$ cat config.mk
export PLATFORM = sky130hd
export DESIGN_NAME = sbcspi_regmap
export DESIGN_NICKNAME = d
export VERILOG_FILES = /design/src/include/sbcspi_pkg.sv /design/src/design/sbcspi_regmap.sv /design/src/design/sbcspi_sync.sv
export SDC_FILE = /design/constraint.sdc
export NUM_CORES = 1
export LEC_CHECK = 0
export BUFFER_PORTS_ARGS = -buffer_cell sky130_fd_sc_hd__buf_2
export CAP_MARGIN = 20
export CORE_ASPECT_RATIO = 1.75
export CORE_MARGIN = 8
export CORE_UTILIZATION = 30
export DETAILED_ROUTE_END_ITERATION = 8
export GPL_TIMING_DRIVEN = 0
export PLACE_DENSITY = 0.57
export SLEW_MARGIN = 10
export SYNTH_ARGS = -nofsm -noshare
export SYNTH_HDL_FRONTEND = slang
export SYNTH_HIERARCHICAL = 1
export SYNTH_SLANG_ARGS = --single-unit
$ cat constraint.sdc
create_clock -name i_sys_clk -period 2.8 [get_ports i_sys_clk]
set_clock_uncertainty 0.05 [all_clocks]
set_input_delay 0.28 -clock i_sys_clk [delete_from_list [all_inputs] [get_ports i_sys_clk]]
set_output_delay 0.28 -clock i_sys_clk [all_outputs]
set_load 0.05 [all_outputs]
$ cat src/include/sbcspi_pkg.sv
// Operation
// - Reply upper nibble carries summary bits always
// - Voltage summary is OR of voltage flags
// - Bus summary is OR of bus flags
// - Switch summary is OR of switch flags
// - Mode control write returns voltage flags
// - Mode bits select normal, stop, sleep, clear
// - Overvoltage shutdown enable, resets to one
// - Bus pull-up enable, resets to one
// - Voltage status readable at addresses 0, 1
// - Over and under voltage follow supply
// - Regulator temperature warning follows threshold
// - Power loss flag set by reset
// - Access to 0 or 1 clears power-loss
// - Wake control at 2, status at 3
// - Bus control at 4, faults at 5
// - Switch control at 6, flags at 7
// - Timing write at A, dog status B
// - Analog mux control write-only at C
// - Configuration write-only at D, two bits
// - Interrupt mask at E, source at F
// - Frame: address, control in; summary, status out
// - Frame valid only with exactly eight samples
// - Write on select rise; reply tri-stated idle
// - Shift on clock rise, sample on fall
package sbcspi_pkg;

    localparam logic [3:0] ADDR_MODE = 4'h0;
    localparam logic [3:0] ADDR_VOLT = 4'h1;
    localparam logic [3:0] ADDR_WAKE_CTRL = 4'h2;
    localparam logic [3:0] ADDR_WAKE_STAT = 4'h3;
    localparam logic [3:0] ADDR_BUS_CTRL = 4'h4;
    localparam logic [3:0] ADDR_BUS_STAT = 4'h5;
    localparam logic [3:0] ADDR_SW_CTRL = 4'h6;
    localparam logic [3:0] ADDR_SW_STAT = 4'h7;
    localparam logic [3:0] ADDR_TIMING = 4'ha;
    localparam logic [3:0] ADDR_DOG_STAT = 4'hb;
    localparam logic [3:0] ADDR_MUX = 4'hc;
    localparam logic [3:0] ADDR_CONFIG = 4'hd;
    localparam logic [3:0] ADDR_IRQ_MASK = 4'he;
    localparam logic [3:0] ADDR_IRQ_SRC = 4'hf;

    // Field positions inside the four control bits of a frame
    localparam int SHUTDOWN_EN_BIT = 3;
    localparam int PULLUP_BIT = 2;
    localparam int WAKE_EN_BIT = 0;
    localparam int PERIOD_SEL_BIT = 3;
    localparam int SWITCH_MASK_BIT = 3;
    localparam int BUS_MASK_BIT = 1;
    localparam int VOLT_MASK_BIT = 0;

    localparam logic [3:0] FRAME_BITS = 4'h8;
    localparam logic [3:0] ADDR_FALLS = 4'h4;
    localparam logic [3:0] COUNT_MAX = 4'hf;
    localparam logic [1:0] MODE_SEL_DOG_CLEAR = 2'h3;
    localparam logic POWER_LOSS_RESET = 1'h1;

    typedef enum logic [1:0] {
        SBCSPI_MODE_NORMAL = 2'b00,
        SBCSPI_MODE_STOP = 2'b01,
        SBCSPI_MODE_SLEEP = 2'b10
    } sbcspi_mode_t;

    typedef struct packed {
        logic overvoltage_shutdown_enable;
        logic bus_pullup_enable;
        logic wake_input_enable;
        logic [3:0] bus_control;
        logic [3:0] switch_control;
        logic [2:0] dog_period;
        logic [2:0] cyclic_period;
        logic [3:0] analog_mux_control;
        logic [1:0] configuration;
        logic [2:0] interrupt_mask;
    } sbcspi_ctrl_t;

    typedef struct packed {
        logic supply_overvoltage_flag;
        logic supply_undervoltage_flag;
        logic regulator_temp_warning;
        logic wake_input_state;
        logic [3:0] bus_fault;
        logic [3:0] switch_fault;
        logic [3:0] dog_status;
        logic [3:0] irq_source;
    } sbcspi_stat_t;

    localparam sbcspi_ctrl_t CTRL_RESET = '{
        overvoltage_shutdown_enable: 1'h1,
        bus_pullup_enable: 1'h1,
        wake_input_enable: 1'h1,
        bus_control: 4'h0,
        switch_control: 4'h0,
        dog_period: 3'h0,
        cyclic_period: 3'h0,
        analog_mux_control: 4'h0,
        configuration: 2'h0,
        interrupt_mask: 3'h0
    };

endpackage

$ cat src/design/sbcspi_regmap.sv
`timescale 1ns/1ns
`default_nettype none
module sbcspi_regmap (
    input wire logic i_sys_clk, // System clock, 10 MHz
    input wire logic i_resetn, // Power-on reset, async, active low
    input wire logic i_spi_cs_n, // Chip select pin, active low
    input wire logic i_spi_sclk, // Serial clock pin
    input wire logic i_spi_mosi, // Serial data from master
    input wire sbcspi_pkg::sbcspi_stat_t i_status, // Live device status flags
    output logic o_spi_miso, // Serial data to master
    output logic o_spi_miso_oe, // High while reply pin is driven
    output sbcspi_pkg::sbcspi_ctrl_t o_ctrl, // Control register contents
    output sbcspi_pkg::sbcspi_mode_t o_mode, // Selected operating state
    output logic o_dog_clear, // One-cycle watchdog clear pulse
    output logic o_driver_shutdown // Drivers off on supply overvoltage
);
    import sbcspi_pkg::*;

    localparam int SYNC_W = 3 + $bits(sbcspi_stat_t);
    localparam logic [SYNC_W-1:0] SYNC_RESET = {1'b1, {(SYNC_W - 1){1'b0}}};

    logic [SYNC_W-1:0] sync_in;
    logic [SYNC_W-1:0] sync_out;
    logic cs_n_s;
    logic sclk_s;
    logic mosi_s;
    sbcspi_stat_t stat_s;

    logic cs_n_d_q;
    logic sclk_d_q;
    logic [3:0] fall_cnt_q;
    logic [2:0] rise_cnt_q;
    logic [7:0] rx_q;
    logic [3:0] addr_q;
    logic power_loss_q;
    sbcspi_stat_t stat_snap_q;
    logic [3:0] volt_snap_q;
    logic [2:0] sum_snap_q;
    logic miso_q;
    logic miso_oe_q;
    sbcspi_ctrl_t ctrl_q;
    sbcspi_ctrl_t ctrl_d;
    sbcspi_mode_t mode_q;
    sbcspi_mode_t mode_d;
    logic dog_clear_q;
    logic shutdown_q;

    // Pins and status arrive from outside this clock domain
    assign sync_in = {i_spi_cs_n, i_spi_sclk, i_spi_mosi, i_status};

    sbcspi_sync #(
        .WIDTH(SYNC_W),
        .RESET_VAL(SYNC_RESET)
    ) u_sync (
        .i_sys_clk(i_sys_clk),
        .i_resetn(i_resetn),
        .i_async(sync_in),
        .o_sync(sync_out)
    );

    assign {cs_n_s, sclk_s, mosi_s, stat_s} = sync_out;

    // Reply selection by the address nibble
    function automatic logic [3:0] status_sel(
        input logic [3:0] addr,
        input sbcspi_stat_t st,
        input logic [3:0] volt,
        input logic wake_en
    );
        logic [3:0] r;
        r = 4'h0;
        case (addr)
            ADDR_MODE: r = volt;
            ADDR_VOLT: r = volt;
            ADDR_WAKE_CTRL, ADDR_WAKE_STAT: r = {3'h0, st.wake_input_state & wake_en};
            ADDR_BUS_CTRL, ADDR_BUS_STAT: r = st.bus_fault;
            ADDR_SW_CTRL, ADDR_SW_STAT: r = st.switch_fault;
            ADDR_TIMING, ADDR_DOG_STAT: r = st.dog_status;
            ADDR_IRQ_MASK, ADDR_IRQ_SRC: r = st.irq_source;
            default: r = 4'h0;
        endcase
        return r;
    endfunction

    // Edge detection on the synchronised pins
    wire cs_fall = cs_n_d_q & ~cs_n_s;
    wire cs_rise = ~cs_n_d_q & cs_n_s;
    wire sclk_rise = ~cs_n_s & sclk_s & ~sclk_d_q;
    wire sclk_fall = ~cs_n_s & ~sclk_s & sclk_d_q;

    wire [3:0] volt_w = {
        stat_s.supply_overvoltage_flag,
        stat_s.supply_undervoltage_flag,
        stat_s.regulator_temp_warning,
        power_loss_q
    };

    wire voltage_summary_flag = |volt_w;
    wire bus_summary_flag = |stat_s.bus_fault;
    wire switch_summary_flag = |stat_s.switch_fault;

    // summary nibble on top, bit 4 left at zero
    wire [7:0] reply_w = {
        sum_snap_q,
        1'b0,
        status_sel(addr_q, stat_snap_q, volt_snap_q, ctrl_q.wake_input_enable)
    };

    wire frame_ok = cs_rise & (fall_cnt_q == FRAME_BITS);
    wire [3:0] wr_addr = rx_q[7:4];
    wire [3:0] wr_data = rx_q[3:0];
    wire wr_mode = frame_ok & (wr_addr == ADDR_MODE);
    wire volt_access = frame_ok & ((wr_addr == ADDR_MODE) | (wr_addr == ADDR_VOLT));

    // sample on falling clock, count the samples
    always_ff @(posedge i_sys_clk or negedge i_resetn)
    begin
        if (!i_resetn)
        begin
            cs_n_d_q <= 1'b1;
            sclk_d_q <= 1'b0;
            fall_cnt_q <= 4'h0;
            rise_cnt_q <= 3'h0;
            rx_q <= 8'h00;
            addr_q <= 4'h0;
        end
        else
        begin
            cs_n_d_q <= cs_n_s;
            sclk_d_q <= sclk_s;
            if (cs_fall)
            begin
                fall_cnt_q <= 4'h0;
                rise_cnt_q <= 3'h0;
            end
            else
            begin
                if (sclk_fall && fall_cnt_q != COUNT_MAX)
                    fall_cnt_q <= fall_cnt_q + 4'h1;
                if (sclk_rise)
                    rise_cnt_q <= rise_cnt_q + 3'h1;
            end
            if (sclk_fall)
                rx_q <= {rx_q[6:0], mosi_s};
            // Address held once complete, control bits keep shifting past it
            if (sclk_fall && fall_cnt_q == ADDR_FALLS - 4'h1)
                addr_q <= {rx_q[2:0], mosi_s};
        end
    end

    always_ff @(posedge i_sys_clk or negedge i_resetn)
    begin
        if (!i_resetn)
        begin
            stat_snap_q <= '0;
            volt_snap_q <= 4'h0;
            sum_snap_q <= 3'h0;
        end
        else if (cs_fall)
        begin
            stat_snap_q <= stat_s;
            volt_snap_q <= volt_w;
            sum_snap_q <= {voltage_summary_flag, bus_summary_flag, switch_summary_flag};
        end
    end

    // reply pin released while select is high
    always_ff @(posedge i_sys_clk or negedge i_resetn)
    begin
        if (!i_resetn)
        begin
            miso_q <= 1'b0;
            miso_oe_q <= 1'b0;
        end
        else
        begin
            miso_oe_q <= ~cs_n_s;
            if (cs_fall)
                miso_q <= voltage_summary_flag;
            else if (sclk_rise)
                miso_q <= reply_w[~rise_cnt_q];
        end
    end

    always_ff @(posedge i_sys_clk or negedge i_resetn)
    begin
        if (!i_resetn)
            power_loss_q <= POWER_LOSS_RESET;
        else if (volt_access)
            power_loss_q <= 1'b0;
    end

    always_comb
    begin
        ctrl_d = ctrl_q;
        if (frame_ok)
        begin
            case (wr_addr)
                ADDR_MODE:
                begin
                    ctrl_d.overvoltage_shutdown_enable = wr_data[SHUTDOWN_EN_BIT];
                    ctrl_d.bus_pullup_enable = wr_data[PULLUP_BIT];
                end
                ADDR_WAKE_CTRL: ctrl_d.wake_input_enable = wr_data[WAKE_EN_BIT];
                ADDR_BUS_CTRL: ctrl_d.bus_control = wr_data;
                ADDR_SW_CTRL: ctrl_d.switch_control = wr_data;
                ADDR_TIMING:
                begin
                    if (wr_data[PERIOD_SEL_BIT])
                        ctrl_d.cyclic_period = wr_data[2:0];
                    else
                        ctrl_d.dog_period = wr_data[2:0];
                end
                ADDR_MUX: ctrl_d.analog_mux_control = wr_data;
                ADDR_CONFIG: ctrl_d.configuration = wr_data[3:2];
                ADDR_IRQ_MASK: ctrl_d.interrupt_mask = {
                    wr_data[SWITCH_MASK_BIT],
                    wr_data[BUS_MASK_BIT],
                    wr_data[VOLT_MASK_BIT]
                };
                default: ctrl_d = ctrl_q;
            endcase
        end
    end

    always_comb
    begin
        mode_d = mode_q;
        if (wr_mode)
        begin
            case (wr_data[1:0])
                2'b01: mode_d = SBCSPI_MODE_STOP;
                2'b10: mode_d = SBCSPI_MODE_SLEEP;
                default: mode_d = SBCSPI_MODE_NORMAL;
            endcase
        end
    end

    always_ff @(posedge i_sys_clk or negedge i_resetn)
    begin
        if (!i_resetn)
        begin
            ctrl_q <= CTRL_RESET;
            mode_q <= SBCSPI_MODE_NORMAL;
            dog_clear_q <= 1'b0;
            shutdown_q <= 1'b0;
        end
        else
        begin
            ctrl_q <= ctrl_d;
            mode_q <= mode_d;
            dog_clear_q <= wr_mode & (wr_data[1:0] == MODE_SEL_DOG_CLEAR);
            shutdown_q <= ctrl_q.overvoltage_shutdown_enable
                & stat_s.supply_overvoltage_flag;
        end
    end

    assign o_spi_miso = miso_q;
    assign o_spi_miso_oe = miso_oe_q;
    assign o_ctrl = ctrl_q;
    assign o_mode = mode_q;
    assign o_dog_clear = dog_clear_q;
    assign o_driver_shutdown = shutdown_q;

    AST_SUMMARY_FIRST: assert property (@(posedge i_sys_clk) disable iff (!i_resetn)
        sclk_rise && rise_cnt_q == 3'h0 |=> o_spi_miso == sum_snap_q[2])
        else $error("first reply bit is not the voltage summary");

    AST_VOLT_SUMMARY: assert property (@(posedge i_sys_clk) disable iff (!i_resetn)
        $fell(cs_n_s) |=> sum_snap_q[2] == (|$past(volt_w)))
        else $error("voltage summary snapshot wrong");

    AST_BUS_SUMMARY: assert property (@(posedge i_sys_clk) disable iff (!i_resetn)
        $fell(cs_n_s) |=> sum_snap_q[1] == (|$past(stat_s.bus_fault)))
        else $error("bus summary snapshot wrong");

    AST_SW_SUMMARY: assert property (@(posedge i_sys_clk) disable iff (!i_resetn)
        $fell(cs_n_s) |=> sum_snap_q[0] == (|$past(stat_s.switch_fault)))
        else $error("switch summary snapshot wrong");

    AST_MODE_REPLY: assert property (@(posedge i_sys_clk) disable iff (!i_resetn)
        sclk_rise && rise_cnt_q == 3'h4 && rx_q[3:0] == ADDR_MODE
        |=> o_spi_miso == volt_snap_q[3])
        else $error("mode write did not return voltage flags");

    AST_DOG_CLEAR: assert property (@(posedge i_sys_clk) disable iff (!i_resetn)
        wr_mode && wr_data[1:0] == 2'h3
        |=> o_dog_clear && o_mode == SBCSPI_MODE_NORMAL ##1 !o_dog_clear)
        else $error("watchdog clear not a single pulse in normal mode");

    AST_SHUTDOWN: assert property (@(posedge i_sys_clk) disable iff (!i_resetn)
        !ctrl_q.overvoltage_shutdown_enable |=> !o_driver_shutdown)
        else $error("shutdown asserted while disabled");

    AST_POWER_LOSS_CLEAR: assert property (@(posedge i_sys_clk) disable iff (!i_resetn)
        volt_access |=> !power_loss_q [*2])
        else $error("power loss flag survived access");

    AST_BAD_FRAME: assert property (@(posedge i_sys_clk) disable iff (!i_resetn)
        cs_rise && fall_cnt_q != FRAME_BITS |=> $stable(ctrl_q) && $stable(mode_q))
        else $error("incomplete frame changed a register");

    AST_MISO_RELEASE: assert property (@(posedge i_sys_clk) disable iff (!i_resetn)
        cs_n_s |=> !o_spi_miso_oe)
        else $error("reply pin driven while deselected");

    AST_ODD_STABLE: assert property (@(posedge i_sys_clk) disable iff (!i_resetn)
        frame_ok && wr_addr[0] && wr_addr != ADDR_CONFIG |=> $stable(ctrl_q) && $stable(mode_q))
        else $error("read-only address changed control");

endmodule
`default_nettype wire

$ cat src/design/sbcspi_sync.sv
`timescale 1ns/1ns
`default_nettype none
module sbcspi_sync #(
    parameter int WIDTH = 1,
    parameter logic [WIDTH-1:0] RESET_VAL = '0
) (
    input wire logic i_sys_clk, // System clock
    input wire logic i_resetn, // Async reset, active low
    input wire logic [WIDTH-1:0] i_async, // Inputs from outside the clock domain
    output logic [WIDTH-1:0] o_sync // Two-stage synchronised copy
);
    import sbcspi_pkg::*;

    logic [WIDTH-1:0] meta_q;

    // The first stage feeds only the second stage
    always_ff @(posedge i_sys_clk or negedge i_resetn)
    begin
        if (!i_resetn)
        begin
            meta_q <= RESET_VAL;
            o_sync <= RESET_VAL;
        end
        else
        begin
            meta_q <= i_async;
            o_sync <= meta_q;
        end
    end

endmodule
`default_nettype wire

Word-level counts from Yosys, hierarchy flattened
Cells that the tools add are included.
{ "classes": {"addsub": 2, "multipliers": 0, "div": 0, "n_lt_le_gt_ge": 1, "eq_ne": 25, "n_shift": 0, "n_mux": 10, "bitwise": 19, "n_reduce_logical": 24} }
{ "ops": {"columns": ["cell", "count"], "rows": [
  ["4-bit equality test (second input constant)", 9],
  ["4-bit by 3-bit equality test with 1-bit output (second input constant)", 6],
  ["4-bit one-hot mux with 6 select lines", 1],
  ["4-bit by 2-bit equality test with 1-bit output (second input constant)", 4],
  ["2-bit AND reduction", 7],
  ["1-bit AND", 12],
  ["2-bit OR reduction", 6],
  ["4-bit OR reduction", 3],
  ["4-bit by 1-bit equality test with 1-bit output (second input constant)", 2],
  ["4-bit logical NOT", 2],
  ["4-bit 2-to-1 mux", 2],
  ["3-bit 2-to-1 mux", 2],
  ["3-bit AND reduction", 2],
  ["1-bit NOT", 5],
  ["4-bit by 1-bit adder with 4-bit output (second input constant)", 1],
  ["2-bit equality test (second input constant)", 2],
  ["3-bit by 4-bit < comparator with 1-bit output (second input constant)", 1],
  ["4-bit != test (second input constant)", 1],
  ["2-bit one-hot mux with 2 select lines", 1],
  ["2-bit nonzero test", 2],
  ["3-bit by 1-bit adder with 3-bit output (second input constant)", 1],
  ["1-bit binary-select mux with 3-bit select", 1],
  ["1-bit 2-to-1 mux", 3],
  ["3-bit NOT", 1],
  ["other kinds (3)", 4]
]} }
{ "word_totals": {"ff_bits": 124, "latch_bits": 0, "mem_bits_rw": 0, "romBits": 0, "input_bits": 25, "output_inout_bits": 32, "elab_cells": 112, "memories": 0} }

Logic depth before layout (Yosys ltp)
{ "depth": {"word_depth": 7, "depth_mapped": 7, "depth_no_buf": 6} }

Hierarchy
Netlist, hierarchy kept.
{ "modules_own_cells": {"columns": ["module", "n_inst", "cells_each", "area_each_um2", "seq_area_each_um2"], "rows": [
  ["sbcspi_regmap", 1, 262, 3415.8, 1933.1],
  ["sbcspi_sync", 1, 46, 1153.6, 1153.6]
]} }

Least setup slack after synthesis
OpenSTA, ideal clock, no wires.
{ "synth_path": {"path_kind": "flip-flop to flip-flop", "startpoint": "register u_sync.o_sync[22]", "endpoint": "register mode_q[0], in the netlist o_mode[0]", "setup_ns": 0.125, "arrival_ns": 1.871, "t_required_ns": 2.625, "path_slack_ns": 0.754, "stages_incl_launch_ff": 7, "n_path_buf": 2, "period_less_slack_ns": 2.046, "path_cell_list": "dfstp_2 > clkbuf_2 > and4bb_2 > nand3b_2 > or4_1 > buf_2 > mux2_4"} }
{ "synth_via": {"elab_chain_len": 3} }
{ "synth_lines": {"columns": ["item", "line_no", "text"], "rows": [
  ["from (decl)", "sbcspi_sync.sv:10", "output logic [WIDTH-1:0] o_sync"],
  ["from (signal assigned)", "sbcspi_sync.sv:27", "o_sync <= meta_q;"],
  ["1-bit AND", "sbcspi_regmap.sv:87", "wire cs_rise = ~cs_n_d_q & cs_n_s;"],
  ["1-bit AND", "sbcspi_regmap.sv:109", "wire frame_ok = cs_rise & (fall_cnt_q == FRAME_BITS);"],
  ["1-bit AND", "sbcspi_regmap.sv:112", "wire wr_mode = frame_ok & (wr_addr == ADDR_MODE);"],
  ["to (signal assigned)", "sbcspi_regmap.sv:251", "mode_q <= mode_d;"],
  ["to (decl)", "sbcspi_regmap.sv:43", "sbcspi_mode_t mode_q;"]
]} }
Every way passes these cells.
A chain may end at the register's enable or synchronous reset.

Worst setup path in the final report
{ "layout_path": {"startpoint": "register u_sync.o_sync[22]", "endpoint": "register ctrl_q, in the netlist o_ctrl[11]"} }
{ "layout_via": {"elab_chain_len": 3} }
{ "layout_lines": {"columns": ["item", "line_no", "text"], "rows": [
  ["1-bit AND", "sbcspi_regmap.sv:87", null],
  ["1-bit AND", "sbcspi_regmap.sv:109", null],
  ["3-bit AND reduction (no line)", null, null],
  ["to (signal assigned)", "sbcspi_regmap.sv:250", "ctrl_q <= ctrl_d;"],
  ["to (decl)", "sbcspi_regmap.sv:41", "sbcspi_ctrl_t ctrl_q;"]
]} }
Every way passes these cells.

==> flow_summary.json <==
{
  "outcome": "finished clean",
  "crit_arrival_ns": 2.60,
  "synth_top_area_share_pct": 63.5,
  "grt_pass1_wl_mm": 15.9,
  "drt_iter0_markers": 127,
  "netlist_area_um2": 4570,
  "yosys_warnings": 6,
  "drive_above_1_share_pct": 39.4,
  "synth_area_leader_cell": "dfrtp_1",
  "yosysMostFrequentCell": "dfrtp_1",
  "syn_area_per_cell_um2": 14.8,
  "rsz0062_at_grt": "no",
  "areaGrowthSynthToFinish_pct": 30.7,
  "gp_congestion": 0.807,
  "placed_cells": 548,
  "cts.sinks": 123,
  "cts_setup_buffers": 0,
  "start_util_pct": 30.6,
  "diodes": 0,
  "min_path_type": "in2async",
  "h-tree-depth": 4,
  "p_per_area_nw_per_um2": 781,
  "endpoint_kind": "register",
  "crit_path_max_fanout": 8,
  "synth_edf_count": 0,
  "fin_util_pct": 40.0,
  "fin_ws_ns": 0.435,
  "grt_overflow": 0,
  "clk_latency_ns": 0.40,
  "drc_errors": 0,
  "yosysSeqAreaShare_pct": 67.6,
  "synth.distinct_cells": 49,
  "r2r_cells": 5,
  "finalNonFillerCells": 604,
  "cts_buffer_depth": 2,
  "ys_ff_latch": 123,
  "cap_violations": 0,
  "vdd_drop_max_uv": 429,
  "vias": 2795,
  "wirelength_mm": 9.38,
  "crit_path_top_delay_cell": "nor4_1",
  "setup_tns_ns": 0,
  "critPathRequiredTime_ns": 3.04,
  "grt_max_degree": 92,
  "crit_type": "reg2reg",
  "setup-violations-final": 0,
  "portBuffers": 56,
  "p_leak_nw": 2.73,
  "nNetsFinal": 436,
  "reg2reg_to": "o_ctrl[11]$_DFFE_PN0P_",
  "period_minus_slack_ns": 2.37,
  "path_clk_slew_ns": 0.06,
  "async_flop_share_pct": 100,
  "path_cells": "clkbuf_2, and4bb_2, nand3_2, nor4_1, mux2_2",
  "first_pass_iters": 5,
  "synth_flop_cell": "dfrtp_1",
  "fmax_ghz": 0.423,
  "cts.repair.resized": 0,
  "reg2reg_setup_slack_ns": 0.43,
  "grt_pass1_vias": 3150,
  "reg2reg_from": "u_sync/o_sync[22]$_DFF_PN1_",
  "cts_tree": "built",
  "place_ws_ns": 0.376,
  "track_usage_pct": 10.6,
  "antenna_found_initial": 0,
  "tightest_slew_ns": 0.731,
  "synth_cells": 308,
  "dieArea_um2": 19600,
  "ios": 57,
  "rows": 59,
  "drv_slew": 0,
  "max_slew_margin_pct": 50.8,
  "total_power_mw": 4.66,
  "hold_viol_final": 0,
  "core_um2": 14900,
  "vias_per_cell": 4.63,
  "routedWlPerCell_um": 15.5,
  "die_h_um": 179,
  "die_x_um": 109,
  "synth_area_leaders": "dfrtp_1 (64%), mux2_2 (14%), dfstp_2 (4.0%)",
  "dp_hpwl_mm": 6.67,
  "period_share_pct": 84.5,
  "synth_commonest_cells": "dfrtp_1 (116), mux2_2 (55), clkbuf_1 (12)",
  "detail-route-antenna-nets": 0,
  "synth_nets": 336,
  "cts_inserted_buffers": 17,
  "cp-start-kind": "register",
  "cts-root-buf": "clkbuf_16",
  "cpPeakStageDelay_ns": 0.65
}
critical path: cells and delay by family, from the launching register on:
family        cells  cell delay (ns)
mux               1             0.41
buf+inv           1             0.19
simple gates      3             1.08
flops             1             0.53
report_power, final:
group | leakage, nW | switching (mW) | internal [mW]
clock network | 0.292 | 0.764 | 1.45
logic | 0.929 | 0.240 | 0.192
registers | 1.51 | 0.0984 | 1.92
total | 2.73 | 1.10 | 3.56
final cells by class:
class	count	area (um^2)
clock inverters	13	165
clock buffers	19	453
well taps	183	229
multi-input cells	163	1390
plain buffers	16	71.3
flip-flops and latches	123	3090
repair buffers	81	554
inverters	6	22.5
fillers	1422	8940
per-stage QoR:
stage / area [um^2] / hold slack, ns
2_1_floorplan: 4570 / -0.0656
6_report: 5970 / 0.274
3_3_place_gp: 5080 / 0.283
4_1_cts: 5970 / 0.263
3_5_place_dp: 5110 / 0.138
5_1_grt: 5970 / 0.295
per-layer routing:
layer,share of wire (%),global-route usage [%],vias to the layer above
met5,0,0,-
met4,1.8,5.66,0
met3,2.7,2.74,13
met2,57,18.8,47
met1,39,11.1,1445
li1,-,-,1290
worst max-delay path by stage:
stage	cells after the start	slack, ns	start	endpoint
floorplan	6	0.75	u_sync/o_sync[22]$_DFF_PN1_	o_mode[0]$_DFFE_PN0P_
global placement	1	-0.05	i_resetn	u_sync/o_sync[3]$_DFF_PN0_
detailed placement	5	0.38	u_sync/o_sync[22]$_DFF_PN1_	o_ctrl[11]$_DFFE_PN0P_
CTS	5	0.37	u_sync/o_sync[22]$_DFF_PN1_	o_ctrl[11]$_DFFE_PN0P_
global route	5	0.33	u_sync/o_sync[22]$_DFF_PN1_	o_ctrl[11]$_DFFE_PN0P_
finish	5	0.43	u_sync/o_sync[22]$_DFF_PN1_	o_ctrl[11]$_DFFE_PN0P_
kinds of logic (layout without fill, tap and decap cells):
logic type / count (synthesis) / count (layout) / synth area share [%]
compound gates: 30 / 30 / 4.63
xor+xnor: 3 / 3 / 0.575
fa+ha+maj: 3 / 3 / 0.822
buf+inv: 22 / 135 / 2.05
flops: 123 / 123 / 67.6
mux: 67 / 67 / 16.9
simple gates: 60 / 60 / 7.48
registers in the layout, indices dropped and copies added, names as in the netlist:
name,flops
o_spi_miso_oe,1
sclk_d_q,1
volt_snap_q,4
u_sync/meta_q,23
rx_q,8
stat_snap_q,17
o_mode,2
cs_n_d_q,1
o_driver_shutdown,1
o_dog_clear,1
u_sync/o_sync,23
o_spi_miso,1
rise_cnt_q,3
sum_snap_q,3
fall_cnt_q,4
power_loss_q,1
addr_q,3
o_ctrl,26
layout by cell type (no fill, tap or decap), types with 3 or more instances in the layout:
| cell | Yosys | layout |
|---|---|---|
| dlygate4sd3_1 | 0 | 24 |
| nor2_1 | 9 | 9 |
| nand3_1 | 5 | 5 |
| buf_2 | 1 | 56 |
| inv_1 | 6 | 6 |
| clkinvlp_4 | 0 | 4 |
| clkbuf_1 | 12 | 12 |
| dfstp_2 | 7 | 7 |
| o21ai_0 | 6 | 6 |
| o22ai_1 | 3 | 3 |
| nand2b_1 | 6 | 6 |
| mux2_4 | 4 | 4 |
| dfrtp_1 | 116 | 116 |
| a21oi_1 | 5 | 5 |
| nor2b_1 | 4 | 4 |
| clkbuf_16 | 0 | 17 |
| mux2_2 | 55 | 55 |
| bufinv_16 | 0 | 3 |
| nand2_1 | 10 | 10 |
| or2_2 | 3 | 3 |
| nor4_1 | 7 | 7 |
| nor3_1 | 3 | 3 |
| ha_1 | 3 | 3 |
| mux2i_1 | 7 | 7 |
timing repair:
| item | in CTS | in global routing |
|---|---|---|
| setup endpoints to repair | 0 | 0 |
| hold buffers | 24 | 0 |
| hold endpoints to repair | 55 | 0 |
Power figures use the tool's default switching activity.
